$ cat src/pkg/tas_map.svh
// Offsets, field positions, reset values and timing counts of the trigger sequencer.
`ifndef TAS_MAP_SVH
`define TAS_MAP_SVH

// Register byte offsets on the APB port.
`define TAS_OFS_CTRL        12'h000
`define TAS_OFS_HOLD        12'h004
`define TAS_OFS_STATUS      12'h008

// Control register fields.
`define TAS_CTRL_ROUTE_LSB  0
`define TAS_CTRL_ACCEPT_BIT 2
`define TAS_CTRL_GATE_BIT   3
`define TAS_CTRL_BURST_BIT  4
`define TAS_CTRL_WIDTH      5
`define TAS_CTRL_RST        5'h00

// Hold switch register fields.
`define TAS_HOLD_WIDTH      4
`define TAS_HOLD_RST        4'h1

// Status register fields.
`define TAS_STAT_ARMED_BIT  0
`define TAS_STAT_HELD_BIT   1
`define TAS_STAT_BEGIN_BIT  2
`define TAS_STAT_END_BIT    3
`define TAS_STAT_INH_BIT    4
`define TAS_STAT_BURST_BIT  5

// Clock period and trigger settling delay, both in nanoseconds.
`define TAS_CLK_PERIOD_NS   40
`define TAS_TRIG_DELAY_NS   4
// Least delay rounds up to whole cycles, never below one.
`define TAS_TRIG_DELAY_CYC  (((`TAS_TRIG_DELAY_NS + `TAS_CLK_PERIOD_NS - 1) / `TAS_CLK_PERIOD_NS) < 1 ? 1 : ((`TAS_TRIG_DELAY_NS + `TAS_CLK_PERIOD_NS - 1) / `TAS_CLK_PERIOD_NS))

`endif

$ cat src/pkg/tas_pkg.sv
// Types shared by the trigger arm and synchroniser sequencer.
package tas_pkg;

    // Routing of the selected trigger.
    typedef enum logic [1:0] {
        TAS_ROUTE_RATE = 2'b00,
        TAS_ROUTE_LINE = 2'b01,
        TAS_ROUTE_EXT  = 2'b10,
        TAS_ROUTE_OFF  = 2'b11
    } tas_route_t;

    // Progress of one timing cycle.
    typedef enum logic [1:0] {
        TAS_CYC_IDLE  = 2'b00,
        TAS_CYC_HELD  = 2'b01,
        TAS_CYC_BEGIN = 2'b10,
        TAS_CYC_RUN   = 2'b11
    } tas_cyc_t;

endpackage

$ cat src/core/tas_sync2.sv
// Two flip-flop synchroniser for a group of level inputs.
`timescale 1ns/10ps
`default_nettype none

module tas_sync2 #(
    parameter int W = 1
) (
    // Clock and reset.
    input  wire logic         clk,
    input  wire logic         rst_n,
    // Asynchronous levels in, synchronised levels out.
    input  wire logic [W-1:0] d,
    output logic      [W-1:0] q
);

    logic [W-1:0] meta_q;

    // First stage is read only by the second stage.
    always_ff @(posedge clk or negedge rst_n)
    begin
        if (!rst_n)
        begin
            meta_q <= '0;
            q      <= '0;
        end
        else
        begin
            meta_q <= d;
            q      <= meta_q;
        end
    end

endmodule

`default_nettype wire

$ cat src/core/tas_sequencer.sv
// Trigger selection, arming, capture and ramp synchroniser with an APB register port.
//
// The register offsets and the APB slave port were chosen for this implementation.
`timescale 1ns/10ps
`default_nettype none
`include "tas_map.svh"

//////////////////////////////////////////////////////////////////////////////////////////
// Summary of operation
// - Route rate, line/single or external trigger to selected trigger and a copy.
// - Trigger capture happens only while the arm condition is true.
// - Arm needs accept enable, and no inhibit when the inhibit gate is on.
// - Inhibit input passes the two-flop synchroniser and one more flip-flop, then goes out for blanking.
// - A separate unsynchronised inhibit copy goes out for rate error checks.
// - Capture flop set by armed trigger holds for the cycle, enabling later stages.
// - Delayed trigger clocks capture into ramp-begin, which stays unsynchronised.
// - Ramp-begin passes two timebase flip-flops in series.
// - Ramp-end marker follows ramp-begin and is synchronous to the timebase.
// - Active-low cycle abort clears any cycle in progress.
// - Cycle done clears the converter and readies the next cycle.
// - In burst mode the cycle lasts until the final burst pulse is marked.
//////////////////////////////////////////////////////////////////////////////////////////

module tas_sequencer #(
    parameter int DLY_CYC = `TAS_TRIG_DELAY_CYC
) (
    // Clock and reset.
    input  wire logic        pclk,
    input  wire logic        presetn,
    // APB register port.
    input  wire logic        psel,
    input  wire logic        penable,
    input  wire logic        pwrite,
    input  wire logic [11:0] paddr,
    input  wire logic [31:0] pwdata,
    output logic      [31:0] prdata,
    output logic             pready,
    output logic             pslverr,
    // Trigger sources.
    input  wire logic        internal_rate,
    input  wire logic        line_or_single_trigger,
    input  wire logic        external_trigger,
    // Inhibit input and its copies.
    input  wire logic        inhibit_input,
    output logic             inhibit_synced,
    output logic             inhibit_raw,
    // Cycle control from the timing controller.
    input  wire logic        cycle_abort_n,
    input  wire logic        cycle_done,
    input  wire logic        final_burst_pulse,
    // Trigger and ramp outputs.
    output logic             selected_trigger,
    output logic             selected_trigger_copy,
    output logic             ramp_begin,
    output logic             ramp_end,
    // Hold switch controls.
    output logic      [3:0]  hold_switch_ctrl
);

    //////////////////////////////////////////////////////////////////////////////////////
    // Input synchronisation.

    logic [6:0] pins_s;
    logic       rate_s;
    logic       line_s;
    logic       ext_s;
    logic       inh_s;
    logic       abort_n_s;
    logic       done_s;
    logic       last_s;

    tas_sync2 #(
        .W (7)
    ) u_pin_sync (
        .clk   (pclk),
        .rst_n (presetn),
        .d     ({final_burst_pulse, cycle_done, cycle_abort_n, inhibit_input,
                 external_trigger, line_or_single_trigger, internal_rate}),
        .q     (pins_s)
    );

    // Split the synchronised pins by use.
    assign rate_s    = pins_s[0];
    assign line_s    = pins_s[1];
    assign ext_s     = pins_s[2];
    assign inh_s     = pins_s[3];
    assign abort_n_s = pins_s[4];
    assign done_s    = pins_s[5];
    assign last_s    = pins_s[6];

    //////////////////////////////////////////////////////////////////////////////////////
    // Registers written by software.

    logic [`TAS_CTRL_WIDTH-1:0] ctrl_q;
    logic [`TAS_HOLD_WIDTH-1:0] hold_q;
    tas_pkg::tas_route_t        route;
    logic                       accept_en;
    logic                       gate_en;
    logic                       burst_en;
    logic                       acc_phase;
    logic                       wr_en;
    logic                       hit_ctrl;
    logic                       hit_hold;
    logic                       hit_stat;

    // Decode the control fields.
    assign route     = tas_pkg::tas_route_t'(ctrl_q[`TAS_CTRL_ROUTE_LSB +: 2]);
    assign accept_en = ctrl_q[`TAS_CTRL_ACCEPT_BIT];
    assign gate_en   = ctrl_q[`TAS_CTRL_GATE_BIT];
    assign burst_en  = ctrl_q[`TAS_CTRL_BURST_BIT];

    // Address decode and the edge at which a write takes effect.
    assign acc_phase = psel & penable;
    assign wr_en     = acc_phase & pready & pwrite;
    assign hit_ctrl  = (paddr == `TAS_OFS_CTRL);
    assign hit_hold  = (paddr == `TAS_OFS_HOLD);
    assign hit_stat  = (paddr == `TAS_OFS_STATUS);

    // Control and hold switch registers.
    always_ff @(posedge pclk or negedge presetn)
    begin
        if (!presetn)
        begin
            ctrl_q <= `TAS_CTRL_RST;
            hold_q <= `TAS_HOLD_RST;
        end
        else if (wr_en)
        begin
            if (hit_ctrl)
                ctrl_q <= pwdata[`TAS_CTRL_WIDTH-1:0];
            if (hit_hold)
                hold_q <= pwdata[`TAS_HOLD_WIDTH-1:0];
        end
    end

    //////////////////////////////////////////////////////////////////////////////////////
    // Trigger routing and arming.

    logic sel_d;
    logic sel_q;
    logic armed;

    // Pick one trigger source.
    always_comb
    begin
        unique case (route)
            tas_pkg::TAS_ROUTE_RATE: sel_d = rate_s;
            tas_pkg::TAS_ROUTE_LINE: sel_d = line_s;
            tas_pkg::TAS_ROUTE_EXT:  sel_d = ext_s;
            tas_pkg::TAS_ROUTE_OFF:  sel_d = 1'b0;
        endcase
    end

    // Selected trigger and its replica for the controller.
    always_ff @(posedge pclk or negedge presetn)
    begin
        if (!presetn)
        begin
            sel_q                 <= 1'b0;
            selected_trigger      <= 1'b0;
            selected_trigger_copy <= 1'b0;
        end
        else
        begin
            sel_q                 <= sel_d;
            selected_trigger      <= sel_d;
            selected_trigger_copy <= sel_d;
        end
    end

    // Arm needs accept enable, and a quiet inhibit when gating is on.
    assign armed = accept_en & ~(gate_en & inh_s);

    // Inhibit copies for blanking and for rate error checks.
    always_ff @(posedge pclk or negedge presetn)
    begin
        if (!presetn)
        begin
            inhibit_synced <= 1'b0;
            inhibit_raw    <= 1'b0;
        end
        else
        begin
            inhibit_synced <= inh_s;
            inhibit_raw    <= inhibit_input;
        end
    end

    //////////////////////////////////////////////////////////////////////////////////////
    // Trigger settling delay.

    logic [DLY_CYC:0] dly;
    logic             dly_prev_q;
    logic             dly_rise;

    assign dly[0] = sel_q;

    // One flip-flop per stage of settling delay.
    generate
        for (genvar i = 0; i < DLY_CYC; i++)
        begin : g_dly
            logic stage_q;
            always_ff @(posedge pclk or negedge presetn)
            begin
                if (!presetn)
                    stage_q <= 1'b0;
                else
                    stage_q <= dly[i];
            end
            assign dly[i+1] = stage_q;
        end
    endgenerate

    // Rising edge of the delayed trigger.
    always_ff @(posedge pclk or negedge presetn)
    begin
        if (!presetn)
            dly_prev_q <= 1'b0;
        else
            dly_prev_q <= dly[DLY_CYC];
    end

    assign dly_rise = dly[DLY_CYC] & ~dly_prev_q;

    //////////////////////////////////////////////////////////////////////////////////////
    // Cycle sequence.

    tas_pkg::tas_cyc_t cyc_q;
    tas_pkg::tas_cyc_t cyc_d;
    logic              trig_rise;
    logic              cyc_end;
    logic              begin_s1_q;

    assign trig_rise = sel_d & ~sel_q;
    // In burst mode only the final pulse ends the cycle.
    assign cyc_end   = done_s & (~burst_en | last_s);

    // Capture, ramp begin and ramp end stepping.
    always_comb
    begin
        cyc_d = cyc_q;
        unique case (cyc_q)
            tas_pkg::TAS_CYC_IDLE:
                if (trig_rise & armed)
                    cyc_d = tas_pkg::TAS_CYC_HELD;
            tas_pkg::TAS_CYC_HELD:
                if (dly_rise)
                    cyc_d = tas_pkg::TAS_CYC_BEGIN;
            tas_pkg::TAS_CYC_BEGIN:
                if (ramp_end)
                    cyc_d = tas_pkg::TAS_CYC_RUN;
            tas_pkg::TAS_CYC_RUN:
                cyc_d = tas_pkg::TAS_CYC_RUN;
        endcase
        if (cyc_q != tas_pkg::TAS_CYC_IDLE && cyc_end)
            cyc_d = tas_pkg::TAS_CYC_IDLE;
        if (!abort_n_s)
            cyc_d = tas_pkg::TAS_CYC_IDLE;
    end

    // Cycle state register.
    always_ff @(posedge pclk or negedge presetn)
    begin
        if (!presetn)
            cyc_q <= tas_pkg::TAS_CYC_IDLE;
        else
            cyc_q <= cyc_d;
    end

    // Ramp begin from the delayed trigger while the capture is held.
    always_ff @(posedge pclk or negedge presetn)
    begin
        if (!presetn)
            ramp_begin <= 1'b0;
        else
            ramp_begin <= (cyc_d == tas_pkg::TAS_CYC_BEGIN) |
                          (cyc_d == tas_pkg::TAS_CYC_RUN);
    end

    // Two timebase stages in series produce the ramp end marker.
    always_ff @(posedge pclk or negedge presetn)
    begin
        if (!presetn)
        begin
            begin_s1_q <= 1'b0;
            ramp_end   <= 1'b0;
        end
        else
        begin
            begin_s1_q <= ramp_begin & (cyc_d != tas_pkg::TAS_CYC_IDLE);
            ramp_end   <= begin_s1_q & (cyc_d != tas_pkg::TAS_CYC_IDLE);
        end
    end

    // Hold switch controls follow software; the controller sequences them.
    always_ff @(posedge pclk or negedge presetn)
    begin
        if (!presetn)
            hold_switch_ctrl <= `TAS_HOLD_RST;
        else
            hold_switch_ctrl <= hold_q;
    end

    //////////////////////////////////////////////////////////////////////////////////////
    // APB answer.

    logic [31:0] rd_d;

    // Read data mux; reserved bits read as zero.
    always_comb
    begin
        rd_d = 32'h0000_0000;
        if (hit_ctrl)
            rd_d[`TAS_CTRL_WIDTH-1:0] = ctrl_q;
        if (hit_hold)
            rd_d[`TAS_HOLD_WIDTH-1:0] = hold_q;
        if (hit_stat)
        begin
            rd_d[`TAS_STAT_ARMED_BIT] = armed;
            rd_d[`TAS_STAT_HELD_BIT]  = (cyc_q != tas_pkg::TAS_CYC_IDLE);
            rd_d[`TAS_STAT_BEGIN_BIT] = ramp_begin;
            rd_d[`TAS_STAT_END_BIT]   = ramp_end;
            rd_d[`TAS_STAT_INH_BIT]   = inh_s;
            rd_d[`TAS_STAT_BURST_BIT] = burst_en;
        end
    end

    // Ready comes one cycle into the access phase, with data and error.
    always_ff @(posedge pclk or negedge presetn)
    begin
        if (!presetn)
        begin
            pready  <= 1'b0;
            prdata  <= 32'h0000_0000;
            pslverr <= 1'b0;
        end
        else
        begin
            pready  <= acc_phase & ~pready;
            if (acc_phase & ~pready)
            begin
                prdata  <= pwrite ? 32'h0000_0000 : rd_d;
                pslverr <= ~(hit_ctrl | hit_hold | (hit_stat & ~pwrite));
            end
            else
            begin
                prdata  <= 32'h0000_0000;
                pslverr <= 1'b0;
            end
        end
    end

endmodule

`default_nettype wire

$ cat config.mk
export PLATFORM = sky130hd
export DESIGN_NAME = tas_sequencer
export DESIGN_NICKNAME = d
export VERILOG_FILES = /design/src/pkg/tas_pkg.sv /design/src/core/tas_sync2.sv /design/src/core/tas_sequencer.sv
export VERILOG_INCLUDE_DIRS = /design/src /design/src/pkg
export SDC_FILE = /design/constraint.sdc
export NUM_CORES = 1
export LEC_CHECK = 0
export BUFFER_PORTS_ARGS = -buffer_cell sky130_fd_sc_hd__buf_2
export CAP_MARGIN = 20
export CELL_PAD_IN_SITES_DETAIL_PLACEMENT = 1
export CELL_PAD_IN_SITES_GLOBAL_PLACEMENT = 1
export CORE_ASPECT_RATIO = 1.75
export CORE_MARGIN = 2
export CORE_UTILIZATION = 36
export CTS_CLUSTER_SIZE = 28
export DETAILED_ROUTE_END_ITERATION = 12
export PLACE_DENSITY = 0.89
export SLEW_MARGIN = 20
export SYNTH_ARGS = -nofsm -noshare
export SYNTH_HDL_FRONTEND = slang
export SYNTH_HIERARCHICAL = 1
export SYNTH_SLANG_ARGS = --single-unit
export TNS_END_PERCENT = 50
$ cat constraint.sdc
create_clock -name pclk -period 3.2 [get_ports pclk]
set_input_delay 0.48 -clock pclk [delete_from_list [all_inputs] [get_ports pclk]]
set_output_delay 0.48 -clock pclk [all_outputs]
set_load 0.02 [all_outputs]
-- After elaboration in Yosys (flattened, before gate mapping)
Index checks and enable logic that the tools add are counted.
- bits in registers: 71
- bits in latches: 0
- RAM bits: 0
- memory bits (read-only): 0
- input port bits: 56
- memories kept: 0
- add/subtract/negate cells: 0
- $mul: 0
- div/mod/pow operators: 0
- magnitude comparators: 0
- equal/unequal tests: 10
- shifts and indexed selects: 0
- muxes and demuxes: 13
- bitwise logic cells: 24
- reductions and logical operators: 8
- operator list (kind ; number):
    $mux 6 ; 3
    $and 1x1->1 ; 13
    $eq 12x3->1 const B ; 1
    $eq 12x4->1 const B ; 1
    $eq 2x2->1 const B ; 6
    $logic_not 12->1 ; 1
    $mux 2 ; 5
    $pmux 2 s4 ; 1
    $not 1->1 ; 7
    $mux 5 ; 1
    $eq 2x1->1 const B ; 2
    $logic_not 2->1 ; 2
    $mux 4 ; 1
    $or 1x1->1 ; 4
    $pmux 1 s4 ; 1
    $reduce_and 2->1 ; 2
    $reduce_bool 2->1 ; 2
    $logic_and 1x1->1 ; 1
    $mux 1 ; 1

-- Logic depth before layout (Yosys ltp)
Gate-level depths: netlist of the first run.
- depth in word-level cells: 10
- gate-level depth with buffers: 5
- gate-level depth less buffers: 4

-- Hierarchy
Netlist of the first run, hierarchy kept.
- modules (own cells, without submodules) (module ; instances ; cells each ; area each (µm²)):
    tas_sequencer ; 1 ; 129 ; 1497.7
    tas_sync2 ; 1 ; 14 ; 350.3

-- Worst setup path after synthesis of the first run
Ideal clock, no wire load.
- path type: input -> register
- start point: input paddr[5]
- end point: register hold_q[1]
- arrival time: 1824 ps
- setup slack: 1251 ps
- stages on the path: 5
- path buffers: 1
- path through: nor4_2 nand3_2 or4_4 buf_6 mux2_4
- cells in the longest elaborated chain, start to end: 2
- ends and longest elaborated chain (what ; line ; source):
    start, declared ; tas_sequencer.sv:34 ; input wire logic [11:0] paddr,
    $eq 12x3->1 (no line) ; -- ;
    $reduce_and 2->1 (no line) ; -- ;
    end signal, assigned ; tas_sequencer.sv:125 ; hold_q <= `TAS_HOLD_RST;
    end signal, assigned ; tas_sequencer.sv:132 ; hold_q <= pwdata[`TAS_HOLD_WIDTH-1:0];
    end, declared ; tas_sequencer.sv:95 ; logic [`TAS_HOLD_WIDTH-1:0] hold_q;
No other way between the ends.
A chain may end at the register's enable or synchronous reset.

-- Worst setup path in the final report of the first run
Ends and elaborated chain as after synthesis.

==> metrics.md, run 1 <==
| Metric | Value |
|---|---|
| Avg WL per Cell | 13.5 um |
| Final setup violation count | 0 |
| Clock Root Buffer | clkbuf_8 |
| Tcrit/Tclk final | 55.6% |
| Worst hold slack | 0.174 ns |
| Crit Path Class | primary input to register |
| CP startpoint | paddr[5] |
| CP max stage delay | 0.57 ns |
| CTS Buffer Depth | 2 |
| First-pass GRT wire length | 5.28 mm |
| 1st-iter DRT viols | 9 |
| Final ANT Viol Nets | 0 |
| Seq/Total Area, Yosys | 61.1% |
| Routability Congestion | 0.780 |
| Core Rows | 34 |
| CP required | 3.38 ns |
| Vias in the first global route | 1126 |
| Area contributors post-synth | dfrtp_1 58%, buf_4 11%, mux2_4 3.2%, mux2_2 3.0%, nor2_1 3.0% |
| Reg2reg start | pready |
| GRT Total Usage | 12.3% |
| Yosys top cell by area | dfrtp_1 |
| Fmax | 562 MHz |
| Synthesized area | 1850 um2 |
| Vias | 1139 |
| FFs w/ async S/R, synth | 100% |
| Worst min path class | primary input to async pin |
| Synth Instances | 143 |
| Clock transition at path regs | 0.08 ns |
| R2R depth | 3 |
| PwrDens | 476 nW/um2 |
| Vias per cell | 4.63 |
| CP max stage cell | or4_4 |
| Most instantiated cells after synthesis | 43 x dfrtp_1, 27 x buf_4, 15 x nor2_1 |
| Initial antenna violation count | 0 |
| Post-synth EDFFs | 0 |
| Worst-Skew Late Latency | 0.29 ns |
| WL final | 3.32 mm |
| Ports | 100 |
| Pre-antenna DRT Iters | 4 |
| Most common cell in the netlist | dfrtp_1 |
| Total grt overflow | 0 |
| Diode count | 0 |
| Synth Register Bits | 45 |
| DPL Wire Length | 2.60 mm |
| Post-CTS sizing | 0 |
| Buffers on Ports | 46 |
| CP Capture Type | register |
| Startpoint types | primary input |
| Chip height | 98.8 um |
| Setup Buffers After CTS | 0 |
| Final nets | 247 |
| Arr. time, crit path | 1.96 ns |
| Fin. Hold Viols | 0 |
| Unique masters post-synth | 31 |
| VDD IR max | 0.413 mV |
| Leakage | 1.07 nW |
| Least-Margin Pin Slew | 0.554 ns |
| Final min period | 1.78 ns |
| Most used DFF post-synth | dfrtp_1 |
| Status | finished clean |
| FILL cells | 561 |
| Critical path peak fanout | 5 |
| Sum Neg Setup Slack | 0 ns |
| Worst r2r dst | hold_q[1] |
| Htree depth | 2 |
| Die W | 58.2 um |
| Synth warnings | 6 |
| Top cell type's share of synthesized area | 58.2% |
| Inserted Clock Buffers | 5 |
| Synth Area per Inst | 12.9 um2 |
| Die area | 5750 um2 |
| CTS tree | done |
| Layout area overhead | 13.3% |
| Share of layout cells above drive strength 1 | 37.0% |
| Clk sinks | 45 |
| Core area | 4980 um2 |
| Initial core utilization | 37.1% |
| Post-CTS Hold Buffers | 0 |
| Max-Cap Viols | 0 |
| Final slew viol count | 0 |
| Relative slew slack | 63.1% |
| Post-route clock skew | 0.00930 ns |
| Reg-to-reg slack, setup | 1.72 ns |
| Largest net degree at the start of global routing | 46 |
| Drt drc | 0 |
| CP Cell Sequence | buf_2 -> nor4_2 -> nand3_2 -> or4_4 -> mux2_4 |
| RSZ-0062 raised after global routing | no |
-- placed cells by master, fill, tap and decap left out, types with 3 or more instances in the layout --
master / synthesis / routed
conb_1: 1 / 26
a21oi_1: 3 / 3
o21a_1: 5 / 5
nand2_1: 7 / 7
buf_2: 0 / 45
dfrtp_1: 43 / 43
mux2_2: 5 / 5
mux2_4: 4 / 4
clkbuf_8: 1 / 5
o21ai_0: 3 / 3
nor2_1: 15 / 15
nor2b_1: 3 / 3
mux2i_1: 3 / 3
-- state kept, by name, summed over array words and instances (netlist names), 2 cells and up --
| name | cells |
|---|---|
| hold_switch_ctrl | 4 |
| u_pin_sync/meta_q | 7 |
| ctrl_q | 5 |
| prdata | 6 |
| hold_q | 4 |
| u_pin_sync/q | 7 |
| cyc_q | 2 |
-- power by group --
part	internal [mW]	leakage, nW	switching (mW)
Clock	0.151	0.0450	0.176
Sequential	0.582	0.576	0.00515
Combinational	0.0210	0.451	0.0620
Total	0.754	1.07	0.243
-- logic make-up (layout without fill, tap and decap cells) --
logic type,Yosys count,count (layout),synth area share [%]
DFF,45,45,61.1
and+or+nand+nor,36,36,11.6
muxes,12,12,7.92
buffers and inverters,32,56,12.9
other,1,26,0.203
AOI/OAI and AO/OA,17,17,6.30
-- how the worst max path moves through the flow --
stage,endpoint,cells after the start,slack (ns)
final,hold_q[1],5,1.42
after global routing,hold_q[2],5,1.35
after detailed placement,hold_q[1],5,1.11
after floorplan,hold_q[1],5,1.25
after CTS,hold_q[1],5,1.42
after global placement,hold_q[3],5,1.14
-- critical path, delay by kind of cell --
kind / cells / cell delay [ns]
mux: 1 / 0.32
buf+inv: 1 / 0.11
simple gates: 3 / 1.05
-- per-layer routing --
| layer | GRT usage (%) | share of wire, % |
|---|---|---|
| met1 | 12.2 | 33 |
| met2 | 23.3 | 59 |
| met3 | 3.28 | 6.9 |
| met4 | 4.29 | 0.93 |
| met5 | 0 | 0 |
-- layout make-up --
cell class	instances	area, um2	area share, %
inverter	2	7.51	0.359
clock inverter	2	10.0	0.478
sequential	45	1130	53.9
timing repair buffer	46	233	11.1
multi-input combinational	91	574	27.4
clock buffer	6	72.6	3.47
tap	54	67.6	3.23
-- per-stage QoR --
step                      std cells  power [mW]  worst slack, ns  cell area (um2)  util (%)
after floorplan                 168       0.669             1.25             1940         -
after global placement          238       0.678             1.14             2010      40.3
after detailed placement        238       0.682             1.11             2010      40.3
after CTS                       246        1.01             1.42             2090      42.0
after global routing            246        1.04             1.35             2090      42.1
final                           246       0.997             1.42             2090      42.1
Power figures use the tool's default switching activity.
==> run 2: changes to the inputs <==
Settings changed: CORE_UTILIZATION 36 to 33, PLACE_DENSITY 0.89 to 0.83.
Clock period 3.2 ns to 1.8 ns, I/O delays scaled along.
==> run 2 against run 1 <==
  * Clock-buffer cell count stayed put
  * Power grew 79%
  * Setup slack lost 1.2 ns
  * Routed wire length increased by 4.1%
  * Clock skew shrank 0.0037 ns
  * Final cell count increased by 11%
  * Via count grew 2.3%
  * Sequential power grew 77%
  * Global-route usage is 0.21 points higher
  * First-iteration DRC count is the same
==> metrics.md, run 2 (same netlist as run 1, synthesis figures left out) <==
| Metric | Value |
|---|---|
| Status | finished clean |
| CP required | 1.98 ns |
| Least-Margin Pin Slew | 0.577 ns |
| GRT Total Usage | 12.5% |
| WL final | 3.46 mm |
| Drt drc | 0 |
| Setup Buffers After CTS | 0 |
| Routability Congestion | 0.756 |
| Pre-antenna DRT Iters | 2 |
| Most frequent cells in the layout | 46 x buf_2, 43 x dfrtp_1, 26 x conb_1 |
| Worst hold slack | 0.0773 ns |
| Sum Neg Setup Slack | 0 ns |
| Ports | 100 |
| DPL Wire Length | 2.75 mm |
| Share of layout cells above drive strength 1 | 38.4% |
| Worst-Skew Late Latency | 0.30 ns |
| Clk sinks | 45 |
| Total grt overflow | 0 |
| Layout area overhead | 17.2% |
| Initial antenna violation count | 0 |
| Diode count | 0 |
| Post-route clock skew | 0.00557 ns |
| CP Capture Type | register |
| RSZ-0062 raised after global routing | no |
| Fin util | 39.4% |
| Clock Root Buffer | clkbuf_8 |
| Core area | 5500 um2 |
| Inserted Clock Buffers | 5 |
| Fin. Hold Viols | 0 |
| Largest net degree at the start of global routing | 27 |
| PwrDens | 824 nW/um2 |
| Leakage | 1.10 nW |
| First-pass GRT wire length | 5.54 mm |
| Crit Path Class | primary input to register |
| Vias in the first global route | 1252 |
| Largest registers | u_pin_sync/meta_q: 7 flops, u_pin_sync/q: 7 flops, prdata: 6 flops |
| Buffers on Ports | 46 |
| Post-CTS sizing | 0 |
| Die W | 60.6 um |
| CTS Buffer Depth | 2 |
| Initial core utilization | 33.6% |
| Core Rows | 36 |
| Htree depth | 2 |
| Final nets | 253 |
| Max-Cap Viols | 0 |
| Critical path peak fanout | 4 |
| Total power | 1.79 mW |
| Chip height | 103 um |
| Final slew viol count | 0 |
| Final min period | 1.56 ns |
| Startpoint types | primary input |
| Vias | 1165 |
| Fmax | 641 MHz |
| Die area | 6240 um2 |
| Post-CTS Hold Buffers | 1 |
| Worst min path class | primary input to register |
| VDD IR max | 0.440 mV |
| Avg WL per Cell | 12.6 um |
| 1st-iter DRT viols | 9 |
| Tcrit/Tclk final | 86.7% |
| Leading cell type in the layout, fill and taps excluded | buf_2 |
| CTS tree | done |
| Arr. time, crit path | 1.74 ns |
| Relative slew slack | 61.5% |
| Vias per cell | 4.25 |
| Final setup violation count | 0 |
| Final ANT Viol Nets | 0 |
| Clock transition at path regs | 0.08 ns |
## run 2: layout make-up
cell class / instances / area, um2
Fill cell: 623 / 3330
Tap cell: 76 / 95.1
Clock inverter: 2 / 10.0
Timing Repair Buffer: 52 / 278
Multi-Input combinational cell: 91 / 574
Sequential cell: 45 / 1130
Inverter: 2 / 7.51
Clock buffer: 6 / 72.6
## run 2: path summary, 6_finish.rpt
path	depth (start not counted)	end	slack (ns)	from
max in group asynchronous	3	begin_s1_q	0.63	presetn
worst min register to register	0	u_pin_sync/q[3]	0.34	u_pin_sync/meta_q[3]
worst max-delay path	5	hold_q[2]	0.24	paddr[9]
min in group asynchronous	2	pslverr	0.50	presetn
worst min-delay path	1	u_pin_sync/meta_q[4]	0.08	cycle_abort_n
worst max register to register	3	hold_q[2]	0.29	pready
## run 2: report_power, final
part | switching (mW) | internal (mW)
sequential | 0.00926 | 1.03
combinational | 0.111 | 0.0424
clock | 0.319 | 0.269
## run 2: per-stage QoR
step	instances	instance area [um2]	setup WS [ns]
2_1_floorplan	168	1940	0.0611
3_3_place_gp	265	2070	-0.0282
3_5_place_dp	265	2070	-0.0933
4_1_cts	274	2170	0.229
5_1_grt	274	2170	0.170
6_report	274	2170	0.239
## run 2: worst max-delay path: stages
cell and delay, ns:
buf_2 0.11, nor4_2 0.32, nand3_2 0.16, or4_4 0.56
mux2_4 0.32
## run 2: metal layers
metal  GRT usage, %  vias to the layer above  part of all wire (%)  wire length (um)
li1               -                      532                     -                 -
met4           6.02                        0                   2.3                78
met1           11.1                      564                    32              1100
met2           23.8                       62                    58              2010
met3           4.02                        7                   7.7               268
met5              0                        -                     0                 0
==> run 3: changes to the inputs <==
Settings changed: CORE_UTILIZATION 33 to 36, PLACE_DENSITY 0.83 to 0.89, SLEW_MARGIN 20 to 30.
Clock period 1.8 ns to 2 ns, I/O delays scaled along.
==> run 3 against run 2 <==
  * Global-route usage is 0.50 points higher
  * Non-clock buffer count is 3 lower
  * Worst hold slack gained 0.030 ns
  * Sequential cell count unchanged
  * Power down 5.9%
  * Setup slack improved by 0.19 ns
  * Final cell count decreased by 9.1%
  * Clock-buffer cell count up 1
  * Critical path depth unchanged
  * Die area fell by 7.9%
  * Clock power is 3% higher
  * Utilization up 3.5 points
  * Critical path type unchanged
  * Critical endpoint is now hold_q[1]
  * Largest cell class unchanged
==> metrics.md, run 3 (same netlist as run 1, synthesis figures left out) <==
| Metric | Value |
|---|---|
| Diode count | 0 |
| Final min period | 1.57 ns |
| Final slew viol count | 0 |
| Pre-antenna DRT Iters | 2 |
| Buffers on Ports | 46 |
| CTS Buffer Depth | 2 |
| Setup Slack @ Placement | 0.0905 ns |
| Internal | 1.28 mW |
| Clock Root Buffer | clkbuf_8 |
| Leading cell type in the layout, fill and taps excluded | buf_2 |
| FILL cells | 555 |
| Leakage | 1.09 nW |
| Initial antenna violation count | 0 |
| Setup WS post-layout | 0.432 ns |
| CTS tree | done |
| CP required | 2.19 ns |
| Vias | 1180 |
| Arr. time, crit path | 1.76 ns |
| Total grt overflow | 0 |
| Final ANT Viol Nets | 0 |
| Inserted Clock Buffers | 5 |
| Tcrit/Tclk final | 78.4% |
| Vias per cell | 4.74 |
| Die area | 5750 um2 |
| Relative slew slack | 66.6% |
| Core Rows | 34 |
| Final setup violation count | 0 |
| Final nets | 250 |
| GRT Total Usage | 13.0% |
| Die W | 58.2 um |
| Vias in the first global route | 1221 |
| Fin. Hold Viols | 0 |
| Initial core utilization | 37.1% |
| Switching power of the nets | 0.400 mW |
| Area of the multi-input gates | 574 um2 |
| Fmax | 638 MHz |
| Ports | 100 |
| First-pass GRT wire length | 5.50 mm |
| Routability Congestion | 0.769 |
| Largest registers | u_pin_sync/meta_q: 7 flops, u_pin_sync/q: 7 flops, prdata: 6 flops |
| DPL Wire Length | 2.69 mm |
| Sw frac | 23.8% |
| Least-Margin Pin Slew | 0.501 ns |
| Chip height | 98.8 um |
| Max-Cap Viols | 0 |
| Post-route clock skew | 0.00970 ns |
| Layout area overhead | 15.5% |
| Most frequent cells in the layout | 46 x buf_2, 43 x dfrtp_1, 26 x conb_1 |
| Worst min path class | primary input to register |
| PwrDens | 787 nW/um2 |
| Drt drc | 0 |
| Post-CTS sizing | 0 |
| Sequential Power Share | 55.9% |
| Sum Neg Setup Slack | 0 ns |
| Avg WL per Cell | 13.7 um |
| VDD IR max | 0.515 mV |
| RSZ-0062 raised after global routing | no |
| Share of layout cells above drive strength 1 | 37.9% |
| Crit Path Class | primary input to register |
| Gate power share | 8.1% |
| Clk sinks | 45 |
| Htree depth | 2 |
| Worst-Skew Late Latency | 0.30 ns |
| CP Capture Type | register |
| Register area | 1130 um2 |
| Critical path peak fanout | 5 |
| Largest net degree at the start of global routing | 24 |
| Clock Power Share | 36.0% |
| Setup Buffers After CTS | 0 |
| WL final | 3.41 mm |
| Status | finished clean |
| Core area | 4980 um2 |
| 1st-iter DRT viols | 6 |
| Clock transition at path regs | 0.08 ns |
| Startpoint types | primary input |
[run 3: path summary, 6_finish.rpt]
| path | start | end | slack (ns) | cells past startpoint |
|---|---|---|---|---|
| worst max-delay path | paddr[5] | hold_q[1] | 0.43 | 5 |
| worst min-delay path | internal_rate | u_pin_sync/meta_q[0] | 0.11 | 1 |
| worst max register to register | pready | hold_q[1] | 0.49 | 3 |
| worst min register to register | u_pin_sync/meta_q[3] | u_pin_sync/q[3] | 0.35 | 0 |
| max in group asynchronous | presetn | ramp_end | 0.94 | 3 |
| min in group asynchronous | presetn | prdata[5] | 0.49 | 2 |
[run 3: per-layer routing]
layer,wire [um],GRT usage [%],vias to the layer above
li1,-,-,528
met1,1050,11.2,595
met2,2060,25.4,51
met3,226,3.94,6
met4,71,5.90,0
met5,0,0,-
[run 3: power by group through the flow]
stage | Sequential, mW | Clock (mW) | Combinational (mW)
after floorplan | 0.962 | 0 | 0.109
after global placement | 0.956 | 0 | 0.132
after detailed placement | 0.958 | 0 | 0.135
after CTS | 0.940 | 0.620 | 0.137
after global routing | 0.941 | 0.662 | 0.149
final | 0.939 | 0.605 | 0.136
[run 3: critical path, stage by stage]
cell,delay [ns]
buf_2,0.10
nor4_2,0.28
nand3_2,0.18
or4_4,0.57
mux2_4,0.32
[run 3: what timing repair did]
item                                    in CTS  in global routing
hold endpoints to repair                    19                  0
endpoints found under the setup margin       0                  0
hold buffers                                 1                  0
[run 3: through the flow]
| step | area [um2] | instances | util, % | power, mW | hold slack [ns] |
|---|---|---|---|---|---|
| 2_1_floorplan | 1940 | 168 | - | 1.07 | 0.00441 |
| 3_3_place_gp | 2020 | 240 | 40.6 | 1.09 | 0.292 |
| 4_1_cts | 2130 | 249 | 42.9 | 1.70 | 0.100 |
| 6_report | 2130 | 249 | 42.9 | 1.68 | 0.107 |
| 5_1_grt | 2130 | 249 | 42.9 | 1.75 | 0.0913 |
| 3_5_place_dp | 2020 | 240 | 40.6 | 1.09 | 0.296 |
[run 3: area by class of cell]
| type | count | area share (%) |
|---|---|---|
| repair buffers | 49 | 12.0 |
| flip-flops and latches | 45 | 52.9 |
| inverters | 2 | 0.352 |
| well taps | 54 | 3.17 |
| multi-input cells | 91 | 26.9 |
| clock inverters | 1 | 0.234 |
| clock buffers | 7 | 4.51 |
